===== config.mk =====
export PLATFORM = sky130hd
export DESIGN_NAME = hsb_slot_bit_select
export DESIGN_NICKNAME = d
export VERILOG_FILES = /design/src/hsb_pkg.sv /design/src/hsb_frame_parity.sv /design/src/hsb_chan_gate.sv /design/src/hsb_slot_bit_select.sv
export SDC_FILE = /design/constraint.sdc
export NUM_CORES = 1
export LEC_CHECK = 0
export BUFFER_PORTS_ARGS = -buffer_cell sky130_fd_sc_hd__buf_2
export CORE_MARGIN = 2
export CORE_UTILIZATION = 30
export DETAILED_ROUTE_END_ITERATION = 16
export PLACE_DENSITY = 0.45
export SETUP_SLACK_MARGIN = 0.02
export SLEW_MARGIN = 10
export SYNTH_ARGS = -nofsm -noshare
export SYNTH_HDL_FRONTEND = slang
export SYNTH_SLANG_ARGS = --single-unit

===== constraint.sdc =====
create_clock -name ref_clk -period 3.07 [get_ports ref_clk]
set_clock_uncertainty 0.15 [all_clocks]
set_input_delay 0.1535 -clock ref_clk [delete_from_list [all_inputs] [get_ports ref_clk]]
set_output_delay 0.1535 -clock ref_clk [all_outputs]
set_load 0.01 [all_outputs]

===== src/hsb_pkg.sv =====
package hsb_pkg;

  // ----------------------------------------------------------------
  // Register indices (byte address is four times the index)
  // ----------------------------------------------------------------
  localparam logic [7:0] HSB_IDX_PARITY_SEL = 8'ha0;
  localparam logic [7:0] HSB_IDX_CHAN1_MASK = 8'ha1;
  localparam logic [7:0] HSB_IDX_CHAN2_MASK = 8'ha2;
  localparam logic [7:0] HSB_IDX_CHAN3_MASK = 8'ha3;
  localparam logic [7:0] HSB_IDX_CHAN1_TX_SLOTS = 8'ha4;
  localparam logic [7:0] HSB_IDX_CHAN1_RX_SLOTS = 8'ha5;
  localparam logic [7:0] HSB_IDX_CHAN2_SLOTS = 8'ha6;
  localparam logic [7:0] HSB_IDX_CHAN3_SLOTS = 8'ha7;
  localparam logic [7:0] HSB_IDX_STATUS = 8'ha8;

  // ----------------------------------------------------------------
  // Field layout and reset values
  // ----------------------------------------------------------------
  localparam int HSB_NUM_CHAN = 3;
  localparam int HSB_PAR_W = 2;
  localparam int HSB_MASK_W = 8;
  localparam int HSB_SLOT_W = 32;
  localparam int HSB_STAT_ODD_BIT = 0;
  localparam int HSB_STAT_ALIGNED_BIT = 1;
  localparam logic [1:0] HSB_PAR_BOTH = 2'h0;
  localparam logic [1:0] HSB_PAR_ODD = 2'h1;
  localparam logic [1:0] HSB_PAR_EVEN = 2'h2;
  localparam logic [5:0] HSB_PARITY_RESET = 6'h00;
  localparam logic [7:0] HSB_MASK_RESET = 8'hff;
  localparam logic [31:0] HSB_SLOTS_RESET = 32'h0000_0000;

  // ----------------------------------------------------------------
  // Carriers
  // ----------------------------------------------------------------
  typedef struct packed {
    logic valid;
    logic [4:0] slot;
    logic [2:0] bitpos;
  } hsb_pos_t;

  typedef struct packed {
    logic [31:0] rx_slots;
    logic [31:0] tx_slots;
    logic [7:0] mask;
    logic [1:0] parity;
  } hsb_chan_cfg_t;

endpackage


===== src/hsb_frame_parity.sv =====
module hsb_frame_parity
  import hsb_pkg::*;
(
  input wire logic ref_clk,
  input wire logic arst_n,
  input wire logic frame_start,
  input wire logic mf_start,
  output logic odd_frame,
  output logic aligned
);

  // Multiframe start forces odd; every other frame start flips parity
  always_ff @(posedge ref_clk or negedge arst_n) begin
    if (!arst_n) begin
      odd_frame <= 1'b1;
    end else if (mf_start) begin
      odd_frame <= 1'b1;
    end else if (frame_start) begin
      odd_frame <= ~odd_frame;
    end
  end

  always_ff @(posedge ref_clk or negedge arst_n) begin
    if (!arst_n) begin
      aligned <= 1'b0;
    end else if (mf_start) begin
      aligned <= 1'b1;
    end
  end

endmodule


===== src/hsb_chan_gate.sv =====
module hsb_chan_gate
  import hsb_pkg::*;
(
  input hsb_chan_cfg_t cfg,
  input hsb_pos_t pos,
  input wire logic odd_frame,
  output logic rx_sel,
  output logic tx_sel
);

  logic frame_ok;
  logic bit_ok;

  // Code 11 is left unused: such a channel takes no frame at all
  always_comb begin
    case (cfg.parity)
      HSB_PAR_BOTH: frame_ok = 1'b1;
      HSB_PAR_ODD: frame_ok = odd_frame;
      HSB_PAR_EVEN: frame_ok = ~odd_frame;
      default: frame_ok = 1'b0;
    endcase
  end

  assign bit_ok = pos.valid & cfg.mask[pos.bitpos] & frame_ok;
  assign rx_sel = bit_ok & cfg.rx_slots[pos.slot];
  assign tx_sel = bit_ok & cfg.tx_slots[pos.slot];

endmodule


===== src/hsb_slot_bit_select.sv =====
module hsb_slot_bit_select
  import hsb_pkg::*;
(
  input wire logic ref_clk,
  input wire logic arst_n,
  input wire logic psel,
  input wire logic penable,
  input wire logic pwrite,
  input wire logic [11:0] paddr,
  input wire logic [31:0] pwdata,
  output logic [31:0] prdata,
  output logic pready,
  output logic pslverr,
  input wire logic frame_start,
  input wire logic mf_start,
  input hsb_pos_t line_pos,
  input wire logic line_rx_bit,
  input wire logic line_tx_in,
  input wire logic [2:0] chan_tx_bit,
  output logic line_tx_out,
  output logic [2:0] chan_rx_valid,
  output logic [2:0] chan_rx_bit,
  output logic [2:0] chan_tx_pull
);

  // ----------------------------------------------------------------
  // Register file
  // ----------------------------------------------------------------
  logic [5:0] parity_sel;
  logic [7:0] chan_mask [HSB_NUM_CHAN];
  logic [31:0] chan1_tx_slots;
  logic [31:0] chan1_rx_slots;
  logic [31:0] chan2_slots;
  logic [31:0] chan3_slots;
  logic odd_frame;
  logic aligned;
  logic [7:0] reg_idx;
  logic wr_take;
  logic mapped;
  logic [31:0] next_prdata;

  assign reg_idx = paddr[9:2];
  assign wr_take = psel & penable & pready & pwrite & ~pslverr;

  always_comb begin
    mapped = 1'b1;
    next_prdata = 32'h0000_0000;
    case (reg_idx)
      HSB_IDX_PARITY_SEL: next_prdata = {26'h0, parity_sel};
      HSB_IDX_CHAN1_MASK: next_prdata = {24'h0, chan_mask[0]};
      HSB_IDX_CHAN2_MASK: next_prdata = {24'h0, chan_mask[1]};
      HSB_IDX_CHAN3_MASK: next_prdata = {24'h0, chan_mask[2]};
      HSB_IDX_CHAN1_TX_SLOTS: next_prdata = chan1_tx_slots;
      HSB_IDX_CHAN1_RX_SLOTS: next_prdata = chan1_rx_slots;
      HSB_IDX_CHAN2_SLOTS: next_prdata = chan2_slots;
      HSB_IDX_CHAN3_SLOTS: next_prdata = chan3_slots;
      HSB_IDX_STATUS: begin
        next_prdata[HSB_STAT_ODD_BIT] = odd_frame;
        next_prdata[HSB_STAT_ALIGNED_BIT] = aligned;
      end
      default: mapped = 1'b0;
    endcase
    if (paddr[11:10] != 2'h0) begin
      mapped = 1'b0;
      next_prdata = 32'h0000_0000;
    end
  end

  // Answer is prepared in setup so pready, prdata and pslverr are flops
  always_ff @(posedge ref_clk or negedge arst_n) begin
    if (!arst_n) begin
      pready <= 1'b0;
      pslverr <= 1'b0;
      prdata <= 32'h0000_0000;
    end else if (psel && !penable && !pready) begin
      pready <= 1'b1;
      pslverr <= ~mapped;
      prdata <= pwrite ? 32'h0000_0000 : next_prdata;
    end else begin
      pready <= 1'b0;
      pslverr <= 1'b0;
      prdata <= 32'h0000_0000;
    end
  end

  always_ff @(posedge ref_clk or negedge arst_n) begin
    if (!arst_n) begin
      parity_sel <= HSB_PARITY_RESET;
    end else if (wr_take && reg_idx == HSB_IDX_PARITY_SEL) begin
      parity_sel <= pwdata[5:0];
    end
  end

  for (genvar c = 0; c < HSB_NUM_CHAN; c++) begin : g_mask
    always_ff @(posedge ref_clk or negedge arst_n) begin
      if (!arst_n) begin
        chan_mask[c] <= HSB_MASK_RESET;
      end else if (wr_take && reg_idx == HSB_IDX_CHAN1_MASK + 8'(c)) begin
        chan_mask[c] <= pwdata[7:0];
      end
    end
  end

  always_ff @(posedge ref_clk or negedge arst_n) begin
    if (!arst_n) begin
      chan1_tx_slots <= HSB_SLOTS_RESET;
      chan1_rx_slots <= HSB_SLOTS_RESET;
      chan2_slots <= HSB_SLOTS_RESET;
      chan3_slots <= HSB_SLOTS_RESET;
    end else if (wr_take) begin
      if (reg_idx == HSB_IDX_CHAN1_TX_SLOTS) begin
        chan1_tx_slots <= pwdata;
      end
      if (reg_idx == HSB_IDX_CHAN1_RX_SLOTS) begin
        chan1_rx_slots <= pwdata;
      end
      if (reg_idx == HSB_IDX_CHAN2_SLOTS) begin
        chan2_slots <= pwdata;
      end
      if (reg_idx == HSB_IDX_CHAN3_SLOTS) begin
        chan3_slots <= pwdata;
      end
    end
  end

  // ----------------------------------------------------------------
  // Placement of each channel in the line stream
  // ----------------------------------------------------------------
  hsb_chan_cfg_t cfg [HSB_NUM_CHAN];
  logic [2:0] rx_sel;
  logic [2:0] tx_sel;

  assign cfg[0] = '{rx_slots: chan1_rx_slots, tx_slots: chan1_tx_slots,
                    mask: chan_mask[0], parity: parity_sel[1:0]};
  assign cfg[1] = '{rx_slots: chan2_slots, tx_slots: chan2_slots,
                    mask: chan_mask[1], parity: parity_sel[3:2]};
  assign cfg[2] = '{rx_slots: chan3_slots, tx_slots: chan3_slots,
                    mask: chan_mask[2], parity: parity_sel[5:4]};

  hsb_frame_parity u_parity (
    .ref_clk(ref_clk),
    .arst_n(arst_n),
    .frame_start(frame_start),
    .mf_start(mf_start),
    .odd_frame(odd_frame),
    .aligned(aligned)
  );

  for (genvar c = 0; c < HSB_NUM_CHAN; c++) begin : g_chan
    hsb_chan_gate u_gate (
      .cfg(cfg[c]),
      .pos(line_pos),
      .odd_frame(odd_frame),
      .rx_sel(rx_sel[c]),
      .tx_sel(tx_sel[c])
    );

    always_ff @(posedge ref_clk or negedge arst_n) begin
      if (!arst_n) begin
        chan_rx_valid[c] <= 1'b0;
        chan_rx_bit[c] <= 1'b0;
        chan_tx_pull[c] <= 1'b0;
      end else begin
        chan_rx_valid[c] <= rx_sel[c];
        chan_rx_bit[c] <= rx_sel[c] & line_rx_bit;
        chan_tx_pull[c] <= tx_sel[c];
      end
    end
  end

  // Overlapping placement is software's fault; lowest channel wins then
  always_ff @(posedge ref_clk or negedge arst_n) begin
    if (!arst_n) begin
      line_tx_out <= 1'b0;
    end else if (tx_sel[0]) begin
      line_tx_out <= chan_tx_bit[0];
    end else if (tx_sel[1]) begin
      line_tx_out <= chan_tx_bit[1];
    end else if (tx_sel[2]) begin
      line_tx_out <= chan_tx_bit[2];
    end else begin
      line_tx_out <= line_tx_in;
    end
  end

  // Reset-value checks hold only until software first writes
  logic cfg_written;
  always_ff @(posedge ref_clk or negedge arst_n) begin
    if (!arst_n) begin
      cfg_written <= 1'b0;
    end else if (wr_take) begin
      cfg_written <= 1'b1;
    end
  end
endmodule


* Word level (Yosys, flattened, before mapping)
Cells that the tools add are included.
** Cells by class
- Muxes and demuxes :: 31
- Reduce and logical (&&, ||, !) cells :: 18
- Bitwise gates (word level) :: 20
- Equal/unequal tests :: 15
- $lt $le $gt $ge :: 2
** Operator list (count)
- $pmux 30 s8 :: 1
- $mux 32 :: 3
- $eq 8x8->1 const B :: 9
- $bmux 1 s5 :: 4
- $pmux 2 s9 :: 1
- $and 1x1->1 :: 17
- $mux 1 :: 16
- $bmux 1 s3 :: 3
- $pmux 1 s3 :: 3
- $reduce_or 9->1 :: 1
- $reduce_and 2->1 :: 4
- $eq 2x1->1 const B :: 3
- $eq 2x2->1 const B :: 3
- $logic_and 1x1->1 :: 6
- $logic_not 2->1 :: 3
- $lt 5x6->1 const B :: 1
- $lt 3x4->1 const B :: 1
- $reduce_bool 2->1 :: 2
- $not 1->1 :: 3
- $logic_not 1->1 :: 2
** Word-level totals
- Input bits :: 65
- Output and inout bits :: 44
- Word-level logic and storage cells :: 107
- Bits in registers :: 202

* Logic depth before layout (Yosys ltp)
Gate-level depths: netlist (run 1).
- Word-level depth :: 8
- Gate-level depth with buffers :: 8
- Mapped depth without buffers :: 6

* Hierarchy
Synthesis (run 1) repeated with hierarchy kept, for this count alone.
** Unflattened totals
- Cells, all modules :: 701
- Area total of the unflattened synthesis :: 10563.9 µm²
** Modules (own cells, without submodules)
- hsb_slot_bit_select :: cells each 558, instances 1, area each 8528.2 µm², seq. area each 5084.9 µm²
- hsb_chan_gate :: cells each 46, instances 3, area each 654.4 µm², seq. area each 0.0 µm²
- hsb_frame_parity :: cells each 5, instances 1, area each 72.6 µm², seq. area each 51.3 µm²

* Worst setup path after synthesis (run 1)
OpenSTA, ideal clock, no wires.
- Path kind :: register -> register
- From :: register chan3_slots[23]
- To :: register line_tx_out
- Buffers on the path :: 0
- Library setup time :: 0.124 ns
- Period minus slack after synthesis :: 2.064 ns
- Arrival :: 1.791 ns
- Data required time :: 2.796 ns
- Setup slack :: 1.006 ns
- Cell stages (with the launch flop) :: 7
- Cells stage by stage :: dfrtp_1 > mux4_2 > mux4_2 > nand4_1 > o21ai_1 > a211oi_2 > o31ai_2
** On the way
- Cells in the longest elaborated chain, start to end :: 6
** Ends and longest elaborated chain
- start, declared :: RTL line hsb_slot_bit_select.sv:34 : logic [31:0] chan3_slots;
- start signal, assigned :: RTL line hsb_slot_bit_select.sv:121 : chan3_slots <= pwdata;
- $bmux 1 s5
- $mux 1
- $and 1x1->1
- net g_chan[2].u_gate.rx_sel :: RTL line hsb_chan_gate.sv:7 : output logic rx_sel,
- $mux 1 :: RTL line hsb_slot_bit_select.sv:179 : end else if (tx_sel[2]) begin
- $mux 1 :: RTL line hsb_slot_bit_select.sv:177 : end else if (tx_sel[1]) begin
- $mux 1 :: RTL line hsb_slot_bit_select.sv:175 : end else if (tx_sel[0]) begin
- end signal, assigned :: RTL line hsb_slot_bit_select.sv:176 : line_tx_out <= chan_tx_bit[0];
- end signal, assigned :: RTL line hsb_slot_bit_select.sv:178 : line_tx_out <= chan_tx_bit[1];
- end signal, assigned :: RTL line hsb_slot_bit_select.sv:180 : line_tx_out <= chan_tx_bit[2];
- end, declared :: RTL line hsb_slot_bit_select.sv:20 : output logic line_tx_out,
The timed path passes the listed nets, and every way through them passes these cells. The select of a mux whose other input is x is not followed.
A chain may end at the register's enable or synchronous reset.

* Worst setup path in the final report (run 1)
- From :: register chan3_slots[16]
- To :: register line_tx_out
Same word-level chain as after synthesis.

==> run metrics, run 1 <==
status complete, no violations; top fanout value on the critical path 3; commonest non-fill, non-tap cell in the layout dfrtp_1; CTS tree yes; Layout Nets 902; clk root buf clkbuf_16; main flop type after synthesis dfrtp_1; TritonRoute pass-1 iters 5; Static Leak 5.415 nW; DR iter-0 viols 384; Area Overhead vs Synth 24.66%; max frequency 345.2 MHz; vias in the first global route 7,133; GP Congestion 0.8108; die width 182.1 um; Seq/Total Area, Yosys 53.43%; maxcap violations 0; fill count 2,962; vias 6,633; Crit-path slowest cell dlygate4sd3_1; clock slew at reported path FFs 0.06 ns; design area 0.01187 mm^2; placed inst area 0.01063 mm^2; Hold Crit Class in2async; Max Slew Vio Count 0; Unique masters post-synth 45; final setup vio count 0; CP startpoint chan3_slots[16]$_DFFE_PN0P_; Core Region 0.03139 mm^2; H-tree Lvls 1; commonest non-fill, non-tap cells in the layout 177 x dfrtp_1, 155 x mux2_2, 105 x buf_2; ratio of cells with drive above 1 in the final layout 46.25%; mapped cell area 0.009519 mm^2; full die area 0.03317 mm^2; Worst Path Arrival 3.14 ns; syn_area_per_cell 14.00 um^2; min Tclk post-route 2.897 ns; WL final 28,710 um; Syn Nets 745; RR Startpoint chan3_slots[16]$_DFFE_PN0P_; Yosys warnings 0; Mapped Cells 680; Crit path max-delay family multiplexers; crit-path max cell delay 0.56 ns; Slew @ Worst Pin 0.5900 ns; Async SR Flop Fraction 100.0%; Crit Path Class reg2reg; Peak VDD IR 0.3342 mV; setup TNS 0 ns; clock sinks 202; initial antenna violation count 0; Critical path buffers and inverters 1; CP cell instances mux4_2 -> mux4_2 -> nand4_1 -> o21ai_1 -> a211oi_2 -> o31ai_2 -> dlygate4sd3_1; wire per inst 22.86 um; Starting Density 30.32%; Final ANT Viol Nets 0; IO Pins 109; buffer depth of the longest clock path 3; Req. time, crit path 3.32 ns; Pwr Density 479.1 mW/mm^2; Post-CTS Setup Repair Bufs 0; die height 182.1 um; n_diodes 0; pre-CTS WS 0.3915 ns; hpwl dp 19,260 um; Skew-Pair Late Insertion Delay 0.52 ns; hold slack final 0.07359 ns; max_slew headroom 60.67%; crit-path most repeated cell mux4_2; CTS Buf Count 23; Total Routing Usage GR 17.29%; global route overflow 0; largest net degree at the start of global routing 72; Post-synth EDFFs 0; CP Launch Type flip-flop; routed vias/inst 5.281; unrepaired setup endpoints after global routing no; first-pass GRT wire length 44,270 um; #FFs+latches synth 202; PnR worst setup slack 0.1729 ns; Tcrit/Tclk final 94.37%; # DRC 0; CP endpoint kind flip-flop; FP Rows 65; PortBufs 106; Fin. Hold Viols 0
==> flip-flops by register name (all words and copies together) (netlist names), 3 cells and up <==
| name | count |
|---|---|
| chan1_rx_slots | 32 |
| chan_rx_bit | 3 |
| prdata | 32 |
| cfg | 24 |
| chan2_slots | 32 |
| chan3_slots | 32 |
| chan1_tx_slots | 32 |
| chan_tx_pull | 3 |
| parity_sel | 6 |
==> power breakdown <==
part / switching, mW / internal [mW] / total (mW) / leakage, nW
clock network: 1.14 / 1.55 / 2.68 / 0.365
registers: 0.0110 / 2.68 / 2.69 / 2.72
logic: 0.183 / 0.133 / 0.316 / 2.33
total: 1.33 / 4.36 / 5.69 / 5.42
==> through the flow <==
stage	power (mW)	utilization [%]	std cells
floorplan	2.830	-	680
detailed placement	3.005	33.85	1164
global placement	2.999	33.85	1164
finish	5.685	37.80	1256
global route	5.894	37.80	1256
CTS	5.754	37.80	1256
==> path summary, 6_finish.rpt <==
| check | to | slack (ns) | depth (start not counted) |
|---|---|---|---|
| setup / recovery | line_tx_out$_DFF_PN0_ | 0.17 | 7 |
| max in group asynchronous | cfg[152]$_DFFE_PN1P_ | 1.86 | 3 |
| hold / removal | prdata[6]$_DFF_PN0_ | 0.07 | 2 |
| setup reg to reg | line_tx_out$_DFF_PN0_ | 0.17 | 7 |
| hold reg to reg | u_parity.aligned$_DFFE_PN0P_ | 0.34 | 1 |
| min in group ref_clk | chan_tx_pull[1]$_DFF_PN0_ | 0.19 | 4 |
==> synthesized netlist by cell type, types with 2 or more instances <==
library cell / instances / share of area (%)
buf_1: 4 / 0.16
a222oi_1: 2 / 0.21
inv_1: 5 / 0.20
and3_1: 5 / 0.33
a21oi_1: 35 / 1.8
buf_2: 21 / 1.1
a22o_1: 2 / 0.18
nor3_1: 2 / 0.11
mux2_1: 7 / 0.83
mux4_2: 38 / 9.0
nand2_1: 13 / 0.51
mux2i_1: 18 / 1.9
nor2_1: 18 / 0.71
a221oi_1: 7 / 0.64
dfstp_2: 25 / 6.9
nand3_1: 7 / 0.37
nand4_1: 3 / 0.20
a22oi_1: 67 / 5.3
a31oi_1: 7 / 0.46
nor2b_1: 8 / 0.53
and2_1: 8 / 0.53
or3_1: 2 / 0.13
nand2b_1: 2 / 0.13
o22ai_1: 2 / 0.13
o21ai_0: 3 / 0.16
clkbuf_1: 16 / 0.63
dfrtp_1: 177 / 47
buf_4: 4 / 0.32
or2_2: 2 / 0.13
mux2_2: 155 / 18
==> worst reg2reg max path, delay by kind of cell, from the launching register on <==
family	cells	cell delay [ns]
and+or+nand+nor	1	0.13
AOI/OAI and AO/OA	3	0.54
muxes	2	0.98
buffers and inverters	1	0.56
DFF	1	0.41
==> cell type report <==
type                            instances  area, um^2  area share, %
Clock buffer                           32       679.4          5.725
Clock inverter                         10       61.31         0.5167
Inverter                                5       18.77         0.1582
Multi-Input combinational cell        427        4213          35.50
Sequential cell                       202        5086          42.86
Tap cell                              402       503.0          4.239
Timing Repair Buffer                  178        1305          11.00
==> cell families after synthesis <==
family	after synthesis	share of synthesized area, %
mux	218	30.05
flops	202	53.43
compound gates	132	9.661
simple gates	76	4.246
buf+inv	51	2.524
xor+xnor	1	0.09203
==> what timing repair did <==
action	4_1_cts	5_1_grt
hold buffers	50	0
resized for setup	0	0
endpoints found under the hold margin	240	0
setup endpoints to repair	0	0
==> metal layers <==
| metal | share of wire, % | track usage, % | up-vias |
|---|---|---|---|
| met5 | 0 | 0 | - |
| met4 | 1.7 | 4.129 | 0 |
| met3 | 4.5 | 2.554 | 31 |
| met2 | 49 | 29.56 | 158 |
| met1 | 45 | 23.23 | 3510 |
| li1 | - | - | 2934 |
Power figures use the tool's default switching activity.
==> run 2: changes to the inputs <==
--- a/config.mk
+++ b/config.mk
@@ -5,11 +5,10 @@
 export SDC_FILE = /design/constraint.sdc
 export NUM_CORES = 1
 export LEC_CHECK = 0
-export BUFFER_PORTS_ARGS = -buffer_cell sky130_fd_sc_hd__buf_2
-export CORE_MARGIN = 2
 export CORE_UTILIZATION = 30
 export DETAILED_ROUTE_END_ITERATION = 16
-export PLACE_DENSITY = 0.45
+export DONT_BUFFER_PORTS = 1
+export PLACE_DENSITY = 0.42
 export SETUP_SLACK_MARGIN = 0.02
 export SLEW_MARGIN = 10
 export SYNTH_ARGS = -nofsm -noshare
==> run 2 against run 1 <==
The run now ends with hold timing left; clock power rose by 9.0%; die area fell by 2.2%; worst setup slack got worse by 0.036 ns; critical path depth did not move; design area fell by 4.4%; sequential power barely moved; non-clock buffer count fell by 107; count of clock-buffer cells in the layout rose by 5.
==> run metrics, run 2 (synthesis gave the netlist of run 1 again) <==
hold slack final -0.8128 ns; CTS tree yes; met2 wire len 13,460 um; Req. time, crit path 3.32 ns; Final ANT Viol Nets 0; initial antenna violation count 0; Clock power frac 50.5%; Max Slew Vio Count 0; Total Routing Usage GR 18.11%; clock slew at reported path FFs 0.06 ns; WL final 28,910 um; PortBufs 0; combinational share of power 3.0%; CTS Buf Count 24; global route overflow 0; internal cell power 4.566 mW; wire per inst 25.27 um; ratio of cells with drive above 1 in the final layout 37.48%; Seq pwr share 46.5%; vias 6,298; Skew-Pair Late Insertion Delay 0.53 ns; Starting Density 30.80%; placed inst area 0.009963 mm^2; Peak VDD IR 0.3336 mV; maxcap violations 0; buffer depth of the longest clock path 3; Pwr Density 510.1 mW/mm^2; hpwl dp 18,530 um; Tcrit/Tclk final 95.55%; DRT met1 WL 13,250 um; vias in the first global route 6,740; CTS Hold Bufs 56; failing checks hold timing; setup TNS 0 ns; clk root buf clkbuf_16; # DRC 0; Slew @ Worst Pin 0.6050 ns; largest net degree at the start of global routing 203; max_slew headroom 59.67%; FP Rows 64; Psw 1.218 mW; final setup vio count 0; GP Congestion 0.7719; Hold Crit Class in2async; Static Leak 4.922 nW; clock sinks 202; Area Overhead vs Synth 19.14%; min Tclk post-route 2.933 ns; DR iter-0 viols 416; Crit Path Class reg2reg; design area 0.01134 mm^2; full die area 0.03245 mm^2; metal3 WL 1664 um; top fanout value on the critical path 3; Core Region 0.03091 mm^2; CP endpoint kind flip-flop; Worst Path Arrival 3.19 ns; DR top layer met4; Layout Nets 796; CP Launch Type flip-flop; die width 180.1 um; IO Pins 109; status complete, but fails checks; unrepaired setup endpoints after global routing no; Sw Share 21.06%; max frequency 340.9 MHz; TritonRoute pass-1 iters 5; commonest non-fill, non-tap cell in the layout dfrtp_1; first-pass GRT wire length 44,370 um; routed vias/inst 5.505; commonest non-fill, non-tap cells in the layout 177 x dfrtp_1, 155 x mux2_2, 67 x a22oi_1; die height 180.1 um; H-tree Lvls 1; Fin. Hold Viols 202
-- run 2: cell type report --
class                   count  area, um^2
flip-flops and latches    202        5086
fillers                  2949       19570
well taps                 396       495.5
multi-input cells         427        4217
clock buffers              37       730.7
inverters                   5       18.77
repair buffers             71       710.7
clock inverters             5       80.08
diodes                      1       2.502
-- run 2: timing repair --
action                                  4_1_cts  5_1_grt
setup buffers                                 0        0
endpoints found under the setup margin        0        1
hold endpoints to repair                    376      202
resized for setup                             0        2
-- run 2: per-stage QoR --
step | utilization, % | hold WS [ns] | power [mW] | std cells | setup slack [ns]
2_1_floorplan | - | -0.2921 | 2.830 | 680 | 1.006
3_3_place_gp | 32.23 | -0.2857 | 2.818 | 1045 | 0.7673
3_5_place_dp | 32.23 | -0.2837 | 2.819 | 1045 | 0.7412
4_1_cts | 36.67 | -0.8430 | 5.864 | 1143 | 0.1023
5_1_grt | 36.68 | -0.8372 | 5.991 | 1143 | 0.02378
6_report | 36.69 | -0.8128 | 5.785 | 1144 | 0.1366
-- run 2: final timing paths --
check                                                to  slack, ns  cells after the start                      startpoint
setup reg to reg                  line_tx_out$_DFF_PN0_       0.14                      7  chan1_tx_slots[31]$_DFFE_PN0P_
hold reg to reg            u_parity.aligned$_DFFE_PN0P_       0.33                      1    u_parity.aligned$_DFFE_PN0P_
max in group asynchronous           prdata[6]$_DFF_PN0_       3.07                      0                          arst_n
setup / recovery                  line_tx_out$_DFF_PN0_       0.14                      7  chan1_tx_slots[31]$_DFFE_PN0P_
min in group ref_clk                prdata[4]$_DFF_PN0_          0                      4                        paddr[3]
hold / removal                      prdata[8]$_DFF_PN0_      -0.81                      0                          arst_n
-- run 2: power by group through the flow --
stage | combinational (mW) | sequential [mW] | clock, mW
after floorplan | 0.101 | 2.73 | 0
after global placement | 0.0834 | 2.73 | 0
after detailed placement | 0.0838 | 2.73 | 0
after CTS | 0.173 | 2.69 | 3.00
after global routing | 0.184 | 2.69 | 3.12
final | 0.173 | 2.69 | 2.92
-- run 2: routing by layer --
layer,track usage (%),vias up
met2,28.67,196
li1,-,2724
met5,0,-
met3,3.901,36
met1,25.08,3342
met4,4.752,0
-- run 2: worst max-delay path, cell delays in order (launching register included) --
cell and delay [ns]:
dfrtp_1 0.41, mux4_2 0.51, a22oi_1 0.21, nand3_1 0.21
nand4_1 0.14, dlygate4sd3_1 0.57, o31ai_2 0.06, dlygate4sd3_1 0.55
